`config.mk`:
```
export PLATFORM = sky130hd
export DESIGN_NAME = pin_func
export DESIGN_NICKNAME = d
export VERILOG_FILES = /design/src/pin_func_pkg.sv /design/src/pin_func.sv
export SDC_FILE = /design/constraint.sdc
export NUM_CORES = 1
export LEC_CHECK = 0
export BUFFER_PORTS_ARGS = -buffer_cell sky130_fd_sc_hd__buf_2
export CAP_MARGIN = 5
export CORE_MARGIN = 1
export CORE_UTILIZATION = 40
export CTS_CLUSTER_SIZE = 30
export DETAILED_ROUTE_END_ITERATION = 8
export PLACE_DENSITY = 0.65
export SETUP_SLACK_MARGIN = 0.05
export SLEW_MARGIN = 20
export SYNTH_ARGS = -nofsm -noshare
export SYNTH_HDL_FRONTEND = slang
export SYNTH_SLANG_ARGS = --single-unit
```
`constraint.sdc`:
```
create_clock -name clk_i -period 3.3 [get_ports clk_i]
set_input_delay 0.66 -clock clk_i [delete_from_list [all_inputs] [get_ports clk_i]]
set_output_delay 0.66 -clock clk_i [all_outputs]
set_load 0.02 [all_outputs]
```
`src/pin_func_pkg.sv`:
```
// package: register map, field positions and carrier types of the pin function block
package pin_func_pkg;
   // ************************************************************
   // register word indices, byte addresses, reset value and unlock key
   // ************************************************************
   localparam logic [7:0] comparator_status_idx = 8'h23;
   localparam logic [7:0] pin_cfg_idx = 8'h24;
   localparam logic [7:0] cmp_clear_addr = 8'hA0;
   localparam logic [7:0] map_unlock_addr = 8'hA4;
   localparam logic [7:0] action_addr = 8'hA8;
   localparam logic [9:0] comparator_status_addr = {comparator_status_idx, 2'b00};
   localparam logic [9:0] pin_cfg_addr = {pin_cfg_idx, 2'b00};
   localparam logic [15:0] pin_cfg_reset = 16'h0000;
   localparam logic [15:0] map_unlock_key = 16'hA5C3;
   // ************************************************************
   // field positions and glitch filter length
   // ************************************************************
   localparam int glitch_bit = 15;
   localparam int sleep_en_bit = 14;
   localparam int out_en_bit = 13;
   localparam int out_sel_lo = 9;
   localparam int ch_sel_lo = 5;
   localparam int in_func_lo = 1;
   localparam int in_en_bit = 0;
   localparam int protect_bit = 8;
   localparam int glitch_cycles = 4;
   // ************************************************************
   // input function codes
   // ************************************************************
   typedef enum logic [3:0] {
      fn_sleep = 4'h0, fn_fault = 4'h2, fn_current_output = 4'h3, fn_voltage_output = 4'h4,
      fn_protect = 4'h5, fn_clear = 4'h7, fn_load = 4'h8, fn_wave = 4'h9,
      fn_margin = 4'hA, fn_reset = 4'hB, fn_nvm = 4'hC, fn_lock = 4'hD
   } in_func_t;
   // per-channel command strobes toward the analog channels
   typedef struct packed {
      logic [3:0] current_output_off;
      logic [3:0] current_output_on;
      logic [3:0] voltage_output_off;
      logic [3:0] voltage_output_on;
      logic [3:0] load;
      logic [3:0] wave_start;
      logic [3:0] wave_stop;
      logic [3:0] margin_lo;
      logic [3:0] margin_hi;
   } chan_cmd_t;
   // global actions and levels
   typedef struct packed {
      logic sleep;
      logic fault_snapshot;
      logic protect_start;
      logic clear;
      logic dev_reset;
      logic nvm_write_ok;
      logic map_locked;
   } glob_cmd_t;
endpackage

```
`src/pin_func.sv`:
```
// pin function logic with comparator status word and wishbone register slave
//
// Decided for this implementation: register access over Wishbone.
`timescale 1ns/10ps
// Functional notes
// RULE_01: protect flag set while running, cleared on read
// RULE_02: window results latched or live per setting
// RULE_03: comparator outputs synchronised into status bits
// RULE_04: bit fifteen inserts pin glitch filter
// RULE_05: bit fourteen enables deep sleep input
// RULE_06: bit thirteen enables pin output mode
// RULE_07: output select picks busy or window bit
// RULE_08: channel select gates per-channel actions
// RULE_09: code 0000 falling sleeps, rising wakes
// RULE_10: code 0010 falling triggers fault snapshot
// RULE_11: code 0011 toggles current outputs power
// RULE_12: code 0100 toggles voltage outputs power
// RULE_13: code 0101 falling starts safe shutdown
// RULE_14: code 0111 clear held while pin low
// RULE_15: code 1000 falling loads selected synced channels
// RULE_16: code 1001 rising starts, falling stops waveform
// RULE_17: code 1010 falling margin low, rising high
// RULE_18: code 1011 falling resets until rising
// RULE_19: reset clears config unless stored nonvolatile
// RULE_20: code 1100 falling permits memory programming
// RULE_21: code 1101 rising locks register writes
// RULE_22: bit zero enables any pin input function
// RULE_23: flag clear write resets latched comparators
// RULE_24: pin synchronised before edge detection
module pin_func #(
   parameter int glitch_len = pin_func_pkg::glitch_cycles
) (
   input wire logic clk_i,
   input wire logic rst_i,
   input wire logic wb_cyc_i,
   input wire logic wb_stb_i,
   input wire logic wb_we_i,
   input wire logic [9:0] wb_adr_i,
   input wire logic [3:0] wb_sel_i,
   input wire logic [31:0] wb_dat_i,
   output logic [31:0] wb_dat_o,
   output logic wb_ack_o,
   input wire logic pin_i,
   output logic pin_o,
   output logic pin_oe_o,
   input wire logic [3:0] compare_raw_i,
   input wire logic [3:0] window_raw_i,
   input wire logic window_latch_en_i,
   input wire logic [3:0] sync_update_i,
   input wire logic [3:0] chan_busy_i,
   input wire logic memory_busy_i,
   input wire logic protect_active_i,
   input wire logic nvm_cfg_valid_i,
   input wire logic [15:0] nvm_cfg_i,
   output pin_func_pkg::chan_cmd_t chan_cmd_o,
   output pin_func_pkg::glob_cmd_t glob_cmd_o
);
   // ************************************************************
   // state
   // ************************************************************
   logic [15:0] cfg_reg, cfg_next;
   logic [2:0] pin_sync_reg, pin_sync_next;
   logic [2:0] cmp_sync_reg [4];
   logic [2:0] win_sync_reg [4];
   logic pin_level_reg, pin_level_next;
   logic [7:0] filt_cnt_reg, filt_cnt_next;
   logic [3:0] win_latch_reg, win_latch_next;
   logic [3:0] cmp_stat_reg, cmp_stat_next;
   logic protect_reg, protect_next;
   logic sleep_reg, sleep_next;
   logic nvm_ok_reg, nvm_ok_next;
   logic lock_reg, lock_next;
   logic reset_hold_reg, reset_hold_next;
   logic ack_reg, ack_next;
   logic [31:0] rdat_reg, rdat_next;
   logic pin_out_reg, pin_out_next;
   logic pin_oe_reg, pin_oe_next;
   logic lock_next_override;
   logic hold_keep;
   pin_func_pkg::chan_cmd_t chan_reg, chan_next;
   pin_func_pkg::glob_cmd_t glob_reg, glob_next;

   logic pin_stable, pin_agree, fall, rise, in_on;
   logic req, wr, rd;
   logic [3:0] ch_sel, live_win;
   pin_func_pkg::in_func_t in_func;

   // byte-lane merge of a 16-bit register
   function automatic logic [15:0] lane_merge(input logic [15:0] old, input logic [31:0] d,
                                              input logic [3:0] sel);
      logic [15:0] r;
      r = old;
      if (sel[0]) r[7:0] = d[7:0];
      if (sel[1]) r[15:8] = d[15:8];
      return r;
   endfunction

   // ************************************************************
   // synchronisers for pin and comparator inputs
   // ************************************************************
   // comparator bits pass three flops, accepted once stages two and three agree
   always_ff @(posedge clk_i) begin
      for (int i = 0; i < 4; i++) begin
         if (rst_i) begin
            cmp_sync_reg[i] <= 3'h0;
            win_sync_reg[i] <= 3'h0;
         end else begin
            cmp_sync_reg[i] <= {cmp_sync_reg[i][1:0], compare_raw_i[i]}; // RULE_03
            win_sync_reg[i] <= {win_sync_reg[i][1:0], window_raw_i[i]};
         end
      end
   end

   // live window value only where second and third stages match
   always_comb begin
      for (int i = 0; i < 4; i++) begin
         live_win[i] = (win_sync_reg[i][2] == win_sync_reg[i][1]) ? win_sync_reg[i][2] : win_latch_reg[i];
      end
   end

   assign pin_sync_next = {pin_sync_reg[1:0], pin_i}; // RULE_24
   assign pin_agree = (pin_sync_reg[2] == pin_sync_reg[1]);
   assign in_func = pin_func_pkg::in_func_t'(cfg_reg[pin_func_pkg::in_func_lo +: 4]);
   assign ch_sel = cfg_reg[pin_func_pkg::ch_sel_lo +: 4];
   assign in_on = cfg_reg[pin_func_pkg::in_en_bit]; // RULE_22

   // ************************************************************
   // glitch filter and edge detection
   // ************************************************************
   // filtered path requires the new level to persist glitch_len cycles
   always_comb begin
      pin_level_next = pin_level_reg;
      filt_cnt_next = 8'h00;
      pin_stable = 1'b0;
      if (pin_agree && pin_sync_reg[2] != pin_level_reg) begin
         if (cfg_reg[pin_func_pkg::glitch_bit]) begin // RULE_04
            filt_cnt_next = filt_cnt_reg + 8'h01;
            if (filt_cnt_reg >= 8'(glitch_len - 1)) begin
               pin_stable = 1'b1;
               filt_cnt_next = 8'h00;
            end
         end else begin
            pin_stable = 1'b1;
         end
      end
      if (pin_stable) begin
         pin_level_next = pin_sync_reg[2];
      end
   end

   assign fall = pin_stable & pin_level_reg & in_on;
   assign rise = pin_stable & ~pin_level_reg & in_on;
   // pin-driven reset holds until the pin rises, whatever the config
   assign hold_keep = ~rst_i & ~(pin_stable & ~pin_level_reg); // RULE_18

   // ************************************************************
   // pin input function dispatch
   // ************************************************************
   always_comb begin
      chan_next = '0;
      glob_next = '0;
      sleep_next = sleep_reg;
      nvm_ok_next = nvm_ok_reg;
      lock_next = lock_reg;
      reset_hold_next = reset_hold_reg;
      case (in_func)
         pin_func_pkg::fn_sleep: begin
            if (cfg_reg[pin_func_pkg::sleep_en_bit]) begin // RULE_05
               if (fall) sleep_next = 1'b1; // RULE_09
               if (rise) sleep_next = 1'b0;
            end
         end
         pin_func_pkg::fn_fault: glob_next.fault_snapshot = fall; // RULE_10
         pin_func_pkg::fn_current_output: begin
            chan_next.current_output_off = {4{fall}} & ch_sel; // RULE_11
            chan_next.current_output_on = {4{rise}} & ch_sel; // RULE_08
         end
         pin_func_pkg::fn_voltage_output: begin
            chan_next.voltage_output_off = {4{fall}} & ch_sel; // RULE_12
            chan_next.voltage_output_on = {4{rise}} & ch_sel;
         end
         pin_func_pkg::fn_protect: glob_next.protect_start = fall; // RULE_13
         pin_func_pkg::fn_clear: glob_next.clear = in_on & ~pin_level_next; // RULE_14
         pin_func_pkg::fn_load: chan_next.load = {4{fall}} & ch_sel & sync_update_i; // RULE_15
         pin_func_pkg::fn_wave: begin
            chan_next.wave_start = {4{rise}} & ch_sel; // RULE_16
            chan_next.wave_stop = {4{fall}} & ch_sel;
         end
         pin_func_pkg::fn_margin: begin
            chan_next.margin_lo = {4{fall}} & ch_sel; // RULE_17
            chan_next.margin_hi = {4{rise}} & ch_sel;
         end
         pin_func_pkg::fn_reset: begin
            if (fall) reset_hold_next = 1'b1; // RULE_18
            if (rise) reset_hold_next = 1'b0;
         end
         pin_func_pkg::fn_nvm: begin
            if (fall) nvm_ok_next = 1'b1; // RULE_20
            if (rise) nvm_ok_next = 1'b0;
         end
         pin_func_pkg::fn_lock: begin
            if (fall) lock_next = 1'b0; // RULE_21
            if (rise) lock_next = 1'b1;
         end
         default: begin
         end
      endcase
      glob_next.sleep = sleep_next;
      glob_next.nvm_write_ok = nvm_ok_next;
      glob_next.map_locked = lock_next;
      glob_next.dev_reset = reset_hold_next;
   end

   // ************************************************************
   // wishbone slave and status
   // ************************************************************
   assign req = wb_cyc_i & wb_stb_i & ~ack_reg;
   assign wr = req & wb_we_i;
   assign rd = req & ~wb_we_i;

   // register writes, read mux, status flags
   always_comb begin
      cfg_next = cfg_reg;
      rdat_next = 32'h00000000;
      ack_next = req;
      lock_next_override = 1'b0;
      // a comparator bit moves only once stages two and three agree
      for (int i = 0; i < 4; i++) begin
         cmp_stat_next[i] = (cmp_sync_reg[i][2] == cmp_sync_reg[i][1]) ? cmp_sync_reg[i][2] : cmp_stat_reg[i];
      end
      win_latch_next = window_latch_en_i ? (win_latch_reg | live_win) : live_win; // RULE_02
      protect_next = protect_reg;
      if (wr && wb_adr_i == {pin_func_pkg::cmp_clear_addr, 2'b00} && wb_sel_i[0] && !lock_reg) begin
         // a new window hit in the clearing cycle wins over the clear
         win_latch_next = window_latch_en_i ? ((win_latch_reg & ~wb_dat_i[3:0]) | live_win) : live_win; // RULE_23
      end
      if (wr && wb_adr_i == {pin_func_pkg::map_unlock_addr, 2'b00}) begin
         if (lane_merge(16'h0000, wb_dat_i, wb_sel_i) == pin_func_pkg::map_unlock_key) begin
            lock_next_override = 1'b1;
         end
      end
      if (wr && wb_adr_i == pin_func_pkg::pin_cfg_addr && !lock_reg) begin
         cfg_next = lane_merge(cfg_reg, wb_dat_i, wb_sel_i);
      end
      if (rd && wb_adr_i == pin_func_pkg::comparator_status_addr) begin
         rdat_next = {23'h0, protect_reg, win_latch_reg, cmp_stat_reg};
         protect_next = 1'b0; // RULE_01
      end else if (rd && wb_adr_i == pin_func_pkg::pin_cfg_addr) begin
         rdat_next = {16'h0000, cfg_reg};
      end else if (rd && wb_adr_i == {pin_func_pkg::action_addr, 2'b00}) begin
         rdat_next = {28'h0000000, lock_reg, nvm_ok_reg, reset_hold_reg, sleep_reg};
      end
      if (protect_active_i) protect_next = 1'b1; // RULE_01
   end

   // ************************************************************
   // pin output
   // ************************************************************
   always_comb begin
      logic [3:0] sel;
      sel = cfg_reg[pin_func_pkg::out_sel_lo +: 4];
      pin_oe_next = cfg_reg[pin_func_pkg::out_en_bit]; // RULE_06
      pin_out_next = 1'b0;
      if (sel == 4'h1) pin_out_next = memory_busy_i; // RULE_07
      else if (sel[3:2] == 2'b01) pin_out_next = chan_busy_i[sel[1:0]];
      else if (sel[3:2] == 2'b10) pin_out_next = win_latch_reg[sel[1:0]];
   end

   // ************************************************************
   // registers
   // ************************************************************
   always_ff @(posedge clk_i) begin
      if (rst_i || reset_hold_reg) begin
         cfg_reg <= nvm_cfg_valid_i ? nvm_cfg_i : pin_func_pkg::pin_cfg_reset; // RULE_19
         // the pin keeps being watched during a pin reset so its rise ends it
         pin_sync_reg <= rst_i ? 3'h7 : pin_sync_next;
         pin_level_reg <= rst_i ? 1'b1 : pin_level_next;
         filt_cnt_reg <= rst_i ? 8'h00 : filt_cnt_next;
         win_latch_reg <= 4'h0;
         cmp_stat_reg <= 4'h0;
         protect_reg <= 1'b0;
         sleep_reg <= 1'b0;
         nvm_ok_reg <= 1'b0;
         lock_reg <= 1'b0;
         ack_reg <= 1'b0;
         rdat_reg <= 32'h00000000;
         pin_out_reg <= 1'b0;
         pin_oe_reg <= 1'b0;
         chan_reg <= '0;
         glob_reg <= pin_func_pkg::glob_cmd_t'({4'h0, hold_keep, 2'b00});
         reset_hold_reg <= hold_keep; // RULE_18
      end else begin
         cfg_reg <= cfg_next;
         pin_sync_reg <= pin_sync_next;
         pin_level_reg <= pin_level_next;
         filt_cnt_reg <= filt_cnt_next;
         win_latch_reg <= win_latch_next;
         cmp_stat_reg <= cmp_stat_next;
         protect_reg <= protect_next;
         sleep_reg <= sleep_next;
         nvm_ok_reg <= nvm_ok_next;
         lock_reg <= lock_next & ~lock_next_override;
         ack_reg <= ack_next;
         rdat_reg <= rdat_next;
         pin_out_reg <= pin_out_next;
         pin_oe_reg <= pin_oe_next;
         chan_reg <= chan_next;
         glob_reg <= glob_next;
         reset_hold_reg <= reset_hold_next;
      end
   end

   assign wb_ack_o = ack_reg;
   assign wb_dat_o = rdat_reg;
   assign pin_o = pin_out_reg;
   assign pin_oe_o = pin_oe_reg;
   assign chan_cmd_o = chan_reg;
   assign glob_cmd_o = glob_reg;
endmodule

```
==> Word-level counts from Yosys, hierarchy flattened <==
Memory sizes are Yosys's and may differ from the RTL's.
Index checks and enable logic that the tools add are counted.
{ "word_totals": {"register_bits": 117, "ram_bits": 24, "input_bits": 88, "out_inout_bits": 78, "word_cells": 209, "memories": 2} }
{ "mem_list": {"columns": ["name", "words", "word_bits", "read_ports", "rd_clocked_by_memory_dff", "wr", "line_no", "text"], "rows": [
  ["cmp_sync_reg", 4, 3, 4, 0, 4, "pin_func.sv:63", "logic [2:0] cmp_sync_reg [4];"],
  ["win_sync_reg", 4, 3, 4, 0, 4, "pin_func.sv:64", "logic [2:0] win_sync_reg [4];"]
]} }
{ "classes": {"addsub": 1, "n_lt_le_gt_ge": 2, "eq_ne": 30, "mux": 69, "bitwise": 41, "reduce_logical": 29} }
{ "ops": {"columns": ["operator", "n"], "rows": [
  ["two-way mux 8 bit", 11],
  ["two-way mux 16 bit", 4],
  ["two-way mux 1 bit", 36],
  ["two-way mux 3 bit", 11],
  ["== test 10 bit (second input constant)", 3],
  ["== test 4 bit (second input constant)", 6],
  ["== test 10 x 8 -> 1 bit (second input constant)", 2],
  ["OR reduction 2 bit", 9],
  ["bitwise AND 4 bit", 4],
  ["== test 16 bit (second input constant)", 1],
  ["two-way mux 4 bit", 4],
  ["NOT 1 bit", 15],
  ["== test 4 x 3 -> 1 bit (second input constant)", 3],
  ["bitwise AND 1 bit", 11],
  ["logical AND 1 bit", 10],
  ["== test 1 bit", 9],
  ["two-way mux 9 bit", 1],
  ["adder 8 x 1 -> 8 bit (second input constant)", 1],
  ["== test 4 x 2 -> 1 bit (second input constant)", 2],
  [">= comparator 8 x 2 -> 1 bit (second input constant)", 1],
  ["bitwise OR 1 bit", 8],
  ["bitwise OR 4 bit", 2],
  ["nonzero test 2 bit", 4],
  ["binary-select mux 1 bit (select 2 bit)", 2],
  ["other kinds (11)", 12]
]} }

==> Logic depth before layout (Yosys ltp) <==
Gate-level depths: netlist of the first run.
{ "depth": {"ltp_word": 10, "mapped_depth": 6, "mapped_depth_nobuf": 5} }

==> Worst setup path after synthesis of the first run <==
Ideal clock, no wire load.
{ "synth_path": {"kind": "input to register", "from": "input port wb_adr_i[1]", "to": "register cfg_reg[10] (enable)", "setup_ps": 398, "arrival_ps": 2603, "t_required_ps": 2902, "path_slack_ps": 299, "stages": 3, "cell_sequence": "or4_4 -> or4_1 -> o41ai_1"} }
{ "synth_via": {"elab_chain_cells": 5} }
{ "synth_lines": {"columns": ["item", "line_no", "text"], "rows": [
  ["start, declared", "pin_func.sv:38", "input wire logic [9:0] wb_adr_i,"],
  ["== test 10 x 8 -> 1 bit", "pin_func.sv:242", "if (wr && wb_adr_i == pin_func_pkg::pin_cfg_addr && !lock_reg) begin"],
  ["logical AND 1 bit (2 in series)", "pin_func.sv:242", null],
  ["nonzero test 2 bit (no source line)", null, null],
  ["AND reduction 2 bit (no source line)", null, null],
  ["end signal, assigned", "pin_func.sv:274", "cfg_reg <= nvm_cfg_valid_i ? nvm_cfg_i : pin_func_pkg::pin_cfg_reset;"],
  ["end signal, assigned", "pin_func.sv:293", "cfg_reg <= cfg_next;"],
  ["end, declared", "pin_func.sv:61", "logic [15:0] cfg_reg, cfg_next;"]
]} }
No other way between the ends.
A chain may end at the register's enable or synchronous reset.

==> Worst setup path after layout of the first run <==
{ "layout_path": {"from": "input port wb_adr_i[1]", "to": "register cfg_reg[14] (enable)"} }
The elaborated chain is that of the path after synthesis.

==> results of run 1 <==
## layout make-up
type / count / area, sq um / share of cell area
Sequential cell: 124 / 2650 / 0.449
Multi-Input combinational cell: 307 / 1770 / 0.300
Tap cell: 140 / 175 / 0.0296
Timing Repair Buffer: 136 / 693 / 0.117
Inverter: 6 / 22.5 / 0.00381
Clock inverter: 15 / 170 / 0.0288
Clock buffer: 17 / 425 / 0.0719
## worst max-delay path: cells and delay by family
kind	cells	cell delay, ns
AOI/OAI and AO/OA	1	0.28
buffers and inverters	2	0.35
and+or+nand+nor	2	1.05
## Yosys cell counts, types with 2 or more instances
cell      count  area share
or2_2         4      0.0055
or4bb_1       2      0.0049
and3_1        6      0.0082
nand4_1      11       0.015
o21ai_0       9      0.0098
nor2_1       46       0.038
a32o_1        4      0.0087
mux2i_1       3      0.0066
nor4_1        4      0.0055
nand3_1      18       0.020
nand2b_1      4      0.0055
or3_1         7      0.0096
or4_1         5      0.0082
nor3_1       10       0.011
nor2b_1      27       0.037
clkbuf_1     17       0.014
nor4b_2       2      0.0066
and2_1        7      0.0096
inv_1         6      0.0049
buf_1         3      0.0025
dfxtp_1     107        0.47
nor4b_1       3      0.0057
a31oi_1       7      0.0096
nor4b_4       2       0.010
o41ai_1       2      0.0038
o31ai_1       4      0.0066
buf_4        19       0.031
nand3b_1      2      0.0033
a32oi_1       2      0.0038
nand2_1      60       0.049
edfxtp_1     17        0.11
a21oi_1      14       0.015
## cells by family (layout without fill, tap and decap cells)
kind of cell    after synthesis  after routing  share of synthesized area
fa+ha+maj                     1              1                    0.00273
compound gates               50             50                     0.0767
other cells                   1             22                   0.000818
simple gates                230            230                      0.274
buf+inv                      46            174                     0.0549
flops                       124            124                      0.579
mux                           4              4                     0.0115
## metrics by stage
step                power (mW)  worst slack, ns  cells  utilization
global placement          1.91            0.701    713        0.484
finish                    3.73             1.08    745        0.538
detailed placement        1.92            0.695    713        0.484
CTS                       3.76             1.13    745        0.538
floorplan                 1.82            0.299    477            -
global route              3.86             1.06    745        0.538
## per-layer routing
layer  global-route usage  share of wire  vias up
met5                    0              0        -
met4                0.101          0.026        0
met3               0.0520          0.061       22
met2                0.286           0.45      150
met1                0.245           0.46     1779
li1                     -              -     1831
## worst paths after layout
path | end | slack, ns | cells past startpoint
max | cfg_reg[14] | 1.08 | 5
min | pin_sync_reg[1] | 0.41 | 1
max reg2reg | chan_cmd_o[30] | 1.24 | 3
min reg2reg | pin_sync_reg[1] | 0.41 | 1
## power breakdown
part           switching, mW  internal [mW]  total, mW
combinational          0.150         0.0927      0.242
clock                  0.762           1.08       1.84
sequential            0.0556           1.59       1.65
total                  0.967           2.76       3.73
==> results.json, run 1 <==
{
  "power_density_nw_per_um2": 631,
  "cts-resized-gates": 0,
  "start_util": 0.417,
  "p_leak_nw": 2.63,
  "numCtsBuffers": 17,
  "synth_cell_types": 54,
  "maxCapViolations": 0,
  "crit_start": "wb_adr_i[1]",
  "netlist_instances": 456,
  "largest_reg_flops": 36,
  "clk_latency_ns": 0.41,
  "async_flop_share": 0,
  "crit_fanout": 8,
  "layout_common_cells": "131 x buf_2, 107 x dfxtp_1, 60 x nand2_1",
  "h-tree-depth": 4,
  "cts_tree": "yes",
  "layout_min_cycle_time_ns": 2.22,
  "diodes": 0,
  "place.gp.congestion": 0.840,
  "port_buffers": 131,
  "slew_violations": 0,
  "fmax_ghz": 0.450,
  "final_hold_viol_count": 0,
  "final_common_cell": "buf_2",
  "status": "completed",
  "fin_area_sq_um": 5910,
  "die_w_microns": 109,
  "netlist_area_sq_um": 4580,
  "setup_viol": 0,
  "synth_seq_cells": 124,
  "yosysWarnings": 0,
  "arrival_ns": 2.34,
  "seq_area_frac_synth": 0.579,
  "post_cts_buffers": 0,
  "finalCritPeriodShare": 0.674,
  "clk_pin_slew_worst_paths_ns": 0.06,
  "area_delta_synth_final_pct": 29.1,
  "cts_hold_buf": 0,
  "cp_slowest_cell": "or4_4",
  "wirelength_mm": 11.1,
  "synth_area_per_cell_sq_um": 10.0,
  "slowest_delay_ns": 0.58,
  "routedWlPerCell_microns": 15.0,
  "core_sq_um": 11000,
  "num_io_pins": 166,
  "worst_slew_pin_slew_ns": 0.698,
  "firstDrtPassIters": 5,
  "fin_nets": 681,
  "viasPerCell": 5.08,
  "dpl.hpwl_mm": 8.10,
  "dieArea_sq_um": 11900,
  "drt_iter0_markers": 228,
  "rr_startpoint": "glob_cmd_o[2]",
  "ys.flop_type": "dfxtp_1",
  "critPathCaptureType": "flip-flop",
  "grt_remaining_overflow": 0,
  "placement.cell_area_sq_um": 5320,
  "antenna_found_initial": 0,
  "post-route-drc-count": 0,
  "cts_buffer_depth": 2,
  "hold_class": "reg -> reg",
  "vdd_drop_max_mv": 0.362,
  "clock-skew-final_ns": 0.00656,
  "rsz0062_at_grt": "no",
  "vias": 3782,
  "fillers": 986,
  "post_route_cells_drive_above_1_share": 0.312,
  "std_cell_rows": 38,
  "crit_required_ns": 3.41,
  "grt_max_degree": 40,
  "hold_ws_ns": 0.413,
  "drtAntennaViolNets": 0,
  "cp-start-kind": "primary input",
  "grt_pass1_wl_mm": 16.7,
  "crit_chain": "buf_2 > or4_4 > or4_1 > o41ai_2 > buf_4",
  "worstSetupPathType": "in -> reg",
  "slew_headroom": 0.535,
  "clock-sinks": 124,
  "finalSetupTns_ns": 0,
  "fp.dieH_microns": 109,
  "cts-root-buf": "clkbuf_16",
  "synth_edf_count": 17,
  "grt_pass1_vias": 3378,
  "grt_use_total": 0.189,
  "hold_path_startpoint": "pin_sync_reg[0]"
}
No activity file was read; power rests on OpenSTA's default activity.
==> inputs of run 2 (changes only) <==
clock period = 2.3 ns   (was 3.3 ns; I/O delays follow)
==> results.json, run 2 (synthesized netlist as in run 1, its figures left out) <==
{
  "hold_path_startpoint": "pin_i",
  "rr_endpoint": "glob_cmd_o[2]",
  "fin_nets": 688,
  "r2r_cells": 5,
  "vdd_drop_max_mv": 0.700,
  "numCtsBuffers": 17,
  "fmax_ghz": 0.529,
  "cts-resized-gates": 0,
  "grt_pass1_vias": 3423,
  "dr_wl_met3_mm": 1.01,
  "antenna_found_initial": 0,
  "fin_cells": 752,
  "worstSetupPathType": "reg -> reg",
  "die_w_microns": 109,
  "rr_startpoint": "filt_cnt_reg[0]",
  "worstHoldEndpoint": "pin_sync_reg[0]",
  "grt_remaining_overflow": 0,
  "status": "completed",
  "post_route_cells_drive_above_1_share": 0.317,
  "wirelength_mm": 11.2,
  "cts_hold_buf": 0,
  "seqPwrFrac": 0.444,
  "core_sq_um": 11000,
  "p_int_mw": 4.11,
  "area_delta_synth_final_pct": 30.7,
  "diodes": 0,
  "cp-start-kind": "flip-flop",
  "fillers": 1005,
  "dpl.hpwl_mm": 8.29,
  "post-place-cells": 720,
  "final_hold_viol_count": 0,
  "hold_depth": 2,
  "post-route-drc-count": 0,
  "rrSetupSlack_ns": 0.41,
  "drtAntennaViolNets": 0,
  "finalSetupTns_ns": 0,
  "cts_tree": "yes",
  "p_sw_frac": 0.228,
  "clk_pin_slew_worst_paths_ns": 0.05,
  "std_cell_rows": 38,
  "layout_common_cells": "131 x buf_2, 107 x dfxtp_1, 60 x nand2_1",
  "h-tree-depth": 4,
  "largest_reg_flops": 36,
  "dp_slack_ns": 0.00844,
  "power.switching_mw": 1.21,
  "clock_power_share": 0.488,
  "slew_headroom": 0.535,
  "layout_min_cycle_time_ns": 1.89,
  "start_util": 0.417,
  "cts-root-buf": "clkbuf_16",
  "combPwrFrac": 0.068,
  "maxCapViolations": 0,
  "place.gp.congestion": 0.793,
  "crit_fanout": 4,
  "grt_max_degree": 39,
  "slew_violations": 0,
  "grt_use_total": 0.196,
  "fp.dieH_microns": 109,
  "clk_latency_ns": 0.41,
  "final_common_cell": "buf_2",
  "arrival_ns": 2.17,
  "viasPerCell": 4.90,
  "top_layer": "met4",
  "drt_iter0_markers": 200,
  "m1WireLength_mm": 5.06,
  "clock-sinks": 124,
  "cts_buffer_depth": 2,
  "post_cts_buffers": 0,
  "port_buffers": 131,
  "vias": 3687,
  "p_leak_nw": 2.67,
  "power_density_nw_per_um2": 889,
  "num_io_pins": 166,
  "critPathCaptureType": "flip-flop",
  "setup_slack_ns": 0.411,
  "met2_length_mm": 4.92,
  "firstDrtPassIters": 4,
  "worst_slew_pin_slew_ns": 0.691,
  "crit_required_ns": 2.58,
  "rsz0062_at_grt": "no",
  "finalCritPeriodShare": 0.821,
  "hold_class": "in -> reg",
  "dieArea_sq_um": 11900,
  "routedWlPerCell_microns": 14.8,
  "grt_pass1_wl_mm": 17.1,
  "hold_ws_ns": 0.233,
  "clock-skew-final_ns": 0.00685,
  "setup_viol": 0
}
[run 2: changes by cell type in the layout (fill, tap and decap cells not counted), moves of 3 or more]
cell      before  now
clkbuf_1       0    3
clkinv_2       0    3
inv_8          5    0
inv_6          5    0
buf_4          5   11
[run 2: worst max-delay path by stage]
| stage | start | slack [ns] | cells after the start | to |
|---|---|---|---|---|
| floorplan | wb_adr_i[1] | 0.04 | 3 | cfg_reg[10] |
| global placement | wb_adr_i[1] | 0.02 | 5 | cfg_reg[12] |
| detailed placement | wb_adr_i[1] | 0.008 | 5 | cfg_reg[12] |
| CTS | glob_cmd_o[2] | 0.42 | 4 | chan_cmd_o[16] |
| global route | glob_cmd_o[2] | 0.32 | 4 | chan_cmd_o[19] |
| finish | filt_cnt_reg[0] | 0.41 | 5 | glob_cmd_o[2] |
[run 2: layout make-up]
type                    instances  area [sq um]  area share
clock buffers                  22           475      0.0794
clock inverters                10           114      0.0190
inverters                       6          22.5     0.00376
multi-input cells             307          1790       0.299
flip-flops and latches        124          2650       0.443
well taps                     140           175      0.0293
repair buffers                143           758       0.127
[run 2: per-layer routing]
metal,vias up,track usage
met5,-,0
met4,0,0.0734
met3,11,0.0669
met2,155,0.289
met1,1679,0.264
li1,1842,-
[run 2: metrics by stage]
stage	utilization	instance area [sq um]	power [mW]
5_1_grt	0.545	5990	5.51
4_1_cts	0.545	5990	5.37
6_report	0.545	5990	5.33
3_3_place_gp	0.491	5400	2.76
2_1_floorplan	-	4690	2.62
3_5_place_dp	0.491	5400	2.77
[run 2: power groups by stage]
stage / Combinational (mW) / Clock [mW] / Sequential, mW
2_1_floorplan: 0.251 / 0 / 2.37
3_3_place_gp: 0.353 / 0 / 2.41
3_5_place_dp: 0.361 / 0 / 2.41
4_1_cts: 0.363 / 2.64 / 2.36
5_1_grt: 0.402 / 2.74 / 2.37
6_report: 0.362 / 2.60 / 2.37
[run 2: critical path, stage by stage (launching register included)]
cell and delay, ns:
dfxtp_1 0.31, ha_1 0.20, nor4b_2 0.50, nand2_1 0.22, a41oi_1 0.34, a22o_1 0.18
==> inputs of run 3 (changes only) <==
ABC_AREA = 1   (was unset)
clock period = 1.8 ns   (was 2.3 ns; I/O delays follow)
==> results.json, run 3 <==
{
  "synth_top_area_frac": 0.460,
  "port_buffers": 131,
  "grt_pass1_wl_mm": 16.8,
  "layout_common_cells": "131 x buf_2, 108 x nor2_1, 106 x dfxtp_1",
  "setup_viol": 0,
  "num_io_pins": 166,
  "hold_path_startpoint": "pin_i",
  "area_delta_synth_final_pct": 30.1,
  "netlist_area_sq_um": 4650,
  "rrSetupSlack_ns": 0.16,
  "worstSetupPathType": "reg -> reg",
  "clk_latency_ns": 0.41,
  "worstHoldEndpoint": "pin_sync_reg[0]",
  "dp_slack_ns": 0.0146,
  "path_buf_inv": 2,
  "cts-root-buf": "clkbuf_16",
  "ys.flop_type": "dfxtp_1",
  "crit_required_ns": 2.14,
  "crit_chain": "nor2_4 > inv_2 > nor2_1 > inv_1 > nor2_2 > nand2_1 > nor2_1",
  "diodes": 0,
  "numCtsBuffers": 17,
  "seq_area_frac_synth": 0.570,
  "synth_seq_cells": 124,
  "post-route-drc-count": 0,
  "cts_tree": "yes",
  "rsz0062_at_grt": "no",
  "grt_remaining_overflow": 0,
  "async_flop_share": 0,
  "drtAntennaViolNets": 0,
  "cp-start-kind": "flip-flop",
  "p_leak_nw": 3.01,
  "core_sq_um": 11400,
  "place.gp.congestion": 0.889,
  "grt_pass1_vias": 3544,
  "yosys.cell_count.top_type": "nor2_1",
  "combPwrFrac": 0.077,
  "clock-sinks": 124,
  "seqPwrFrac": 0.438,
  "p_sw_frac": 0.246,
  "post_route_cells_drive_above_1_share": 0.271,
  "cp_slowest_cell": "edfxtp_1",
  "finalSetupTns_ns": 0,
  "h-tree-depth": 4,
  "largest_reg_flops": 36,
  "fillers": 1072,
  "rr_endpoint": "chan_cmd_o[17]",
  "r2r_cells": 7,
  "finalCritPeriodShare": 0.910,
  "total_power_mw": 6.91,
  "start_util": 0.409,
  "wirelength_mm": 10.7,
  "routedWlPerCell_microns": 12.3,
  "dieArea_sq_um": 12100,
  "fmax_ghz": 0.610,
  "vdd_drop_max_mv": 0.834,
  "die_w_microns": 110,
  "layout_min_cycle_time_ns": 1.64,
  "clock-skew-final_ns": 0.00767,
  "final_hold_viol_count": 0,
  "setup_slack_ns": 0.162,
  "slowest_delay_ns": 0.51,
  "grt_busiest_layer": "met2",
  "clock_power_share": 0.485,
  "power.switching_mw": 1.70,
  "firstDrtPassIters": 5,
  "fin_nets": 804,
  "grt_use_total": 0.188,
  "final_common_cell": "buf_2",
  "maxCapViolations": 0,
  "ys_top_cells_by_area": "dfxtp_1 46%, edfxtp_1 11%, nor2_1 8.8%",
  "p_int_mw": 5.21,
  "antenna_found_initial": 0,
  "dpl.hpwl_mm": 8.10,
  "synth_cell_types": 28,
  "synth_area_per_cell_sq_um": 8.24,
  "netlist_instances": 565,
  "hold_class": "in -> reg",
  "status": "completed",
  "cpMostUsedCell": "nor2_1",
  "slew_violations": 0,
  "clk_pin_slew_worst_paths_ns": 0.05,
  "met2_usage": 0.304,
  "grt_max_degree": 28,
  "std_cell_rows": 39,
  "crit_fanout": 9,
  "critPathCaptureType": "flip-flop",
  "met3_usage": 0.0640,
  "arrival_ns": 1.98,
  "grtUsageMet1": 0.234,
  "viasPerCell": 4.59,
  "cts_buffer_depth": 2,
  "fp.dieH_microns": 110,
  "yosysWarnings": 0,
  "hold_depth": 2,
  "drt_iter0_markers": 203,
  "vias": 4001,
  "synth_top_cell_by_area": "dfxtp_1",
  "cts_hold_buf": 0,
  "synth_common_cells": "109 x nor2_1, 107 x dfxtp_1, 84 x inv_1",
  "cp_top_family": "simple AND/OR/NAND/NOR gates",
  "rr_startpoint": "glob_cmd_o[2]",
  "power_density_nw_per_um2": 1140,
  "synth_edf_count": 17
}
==> run 3: cell count changes in the layout (fill, tap and decap cells not counted), sizes merged, moves of 20 or more <==
cell   delta
o21ai    +20
nand3    +25
nor2     +69
inv      +81
nand2    +29
nor2b    -27
==> run 3: final cells by class <==
cell class                 count  area [sq um]  share of cell area
sequential                   124          2650               0.438
multi-input combinational    345          1570               0.259
timing repair buffer         141           731               0.121
clock buffer                  20           489              0.0808
inverter                      86           324              0.0535
tap                          143           179              0.0296
clock inverter                12           108              0.0178
==> run 3: worst max path at each step <==
stage             startpoint        endpoint  slack [ns]  depth (start not counted)
3_3_place_gp     wb_adr_i[6]      cfg_reg[9]        0.07                         10
6_report       glob_cmd_o[2]  chan_cmd_o[17]        0.16                          7
3_5_place_dp     wb_adr_i[6]     cfg_reg[12]        0.01                         10
5_1_grt        glob_cmd_o[2]  chan_cmd_o[17]        0.06                          7
2_1_floorplan    wb_adr_i[6]      cfg_reg[0]        0.15                          9
4_1_cts        glob_cmd_o[2]  chan_cmd_o[17]        0.09                          7
==> run 3: kinds of logic (layout without fill, tap and decap cells) <==
| group | count (synthesis) | count (layout) | synth area share |
|---|---|---|---|
| AO/OA/AOI/OAI | 46 | 46 | 0.0506 |
| adder cells (fa/ha/maj) | 1 | 1 | 0.00269 |
| buffers and inverters | 117 | 259 | 0.111 |
| flip-flops | 124 | 124 | 0.570 |
| multiplexers | 1 | 1 | 0.00215 |
| other | 1 | 22 | 0.000806 |
| AND/OR/NAND/NOR | 275 | 275 | 0.263 |
==> run 3: routing by layer <==
layer / vias up / wire [microns] / share of wire
li1: 2032 / - / -
met1: 1813 / 4710 / 0.44
met2: 144 / 5020 / 0.47
met3: 12 / 869 / 0.081
met4: 0 / 127 / 0.012
met5: - / 0 / 0
==> run 3: power groups by stage <==
stage | clock network [mW] | logic [mW] | registers (mW)
global route | 3.53 | 0.605 | 3.04
floorplan | 0 | 0.369 | 3.05
finish | 3.35 | 0.535 | 3.02
detailed placement | 0 | 0.530 | 3.08
CTS | 3.39 | 0.535 | 3.02
global placement | 0 | 0.517 | 3.08
==> run 3: what timing repair did <==
action | 4_1_cts | 5_1_grt
setup endpoints to repair | 0 | 19
resized for setup | 0 | 2
setup buffers | 0 | 0
==> run 3: metrics by stage <==
stage / hold slack [ns] / instance area (sq um) / cells / util
after floorplan: 0.388 / 4730 / 586 / -
after global placement: 0.391 / 5450 / 839 / 0.479
final: 0.138 / 6050 / 871 / 0.532
after detailed placement: 0.398 / 5450 / 839 / 0.479
after CTS: 0.133 / 6050 / 871 / 0.532
after global routing: 0.123 / 6050 / 871 / 0.532
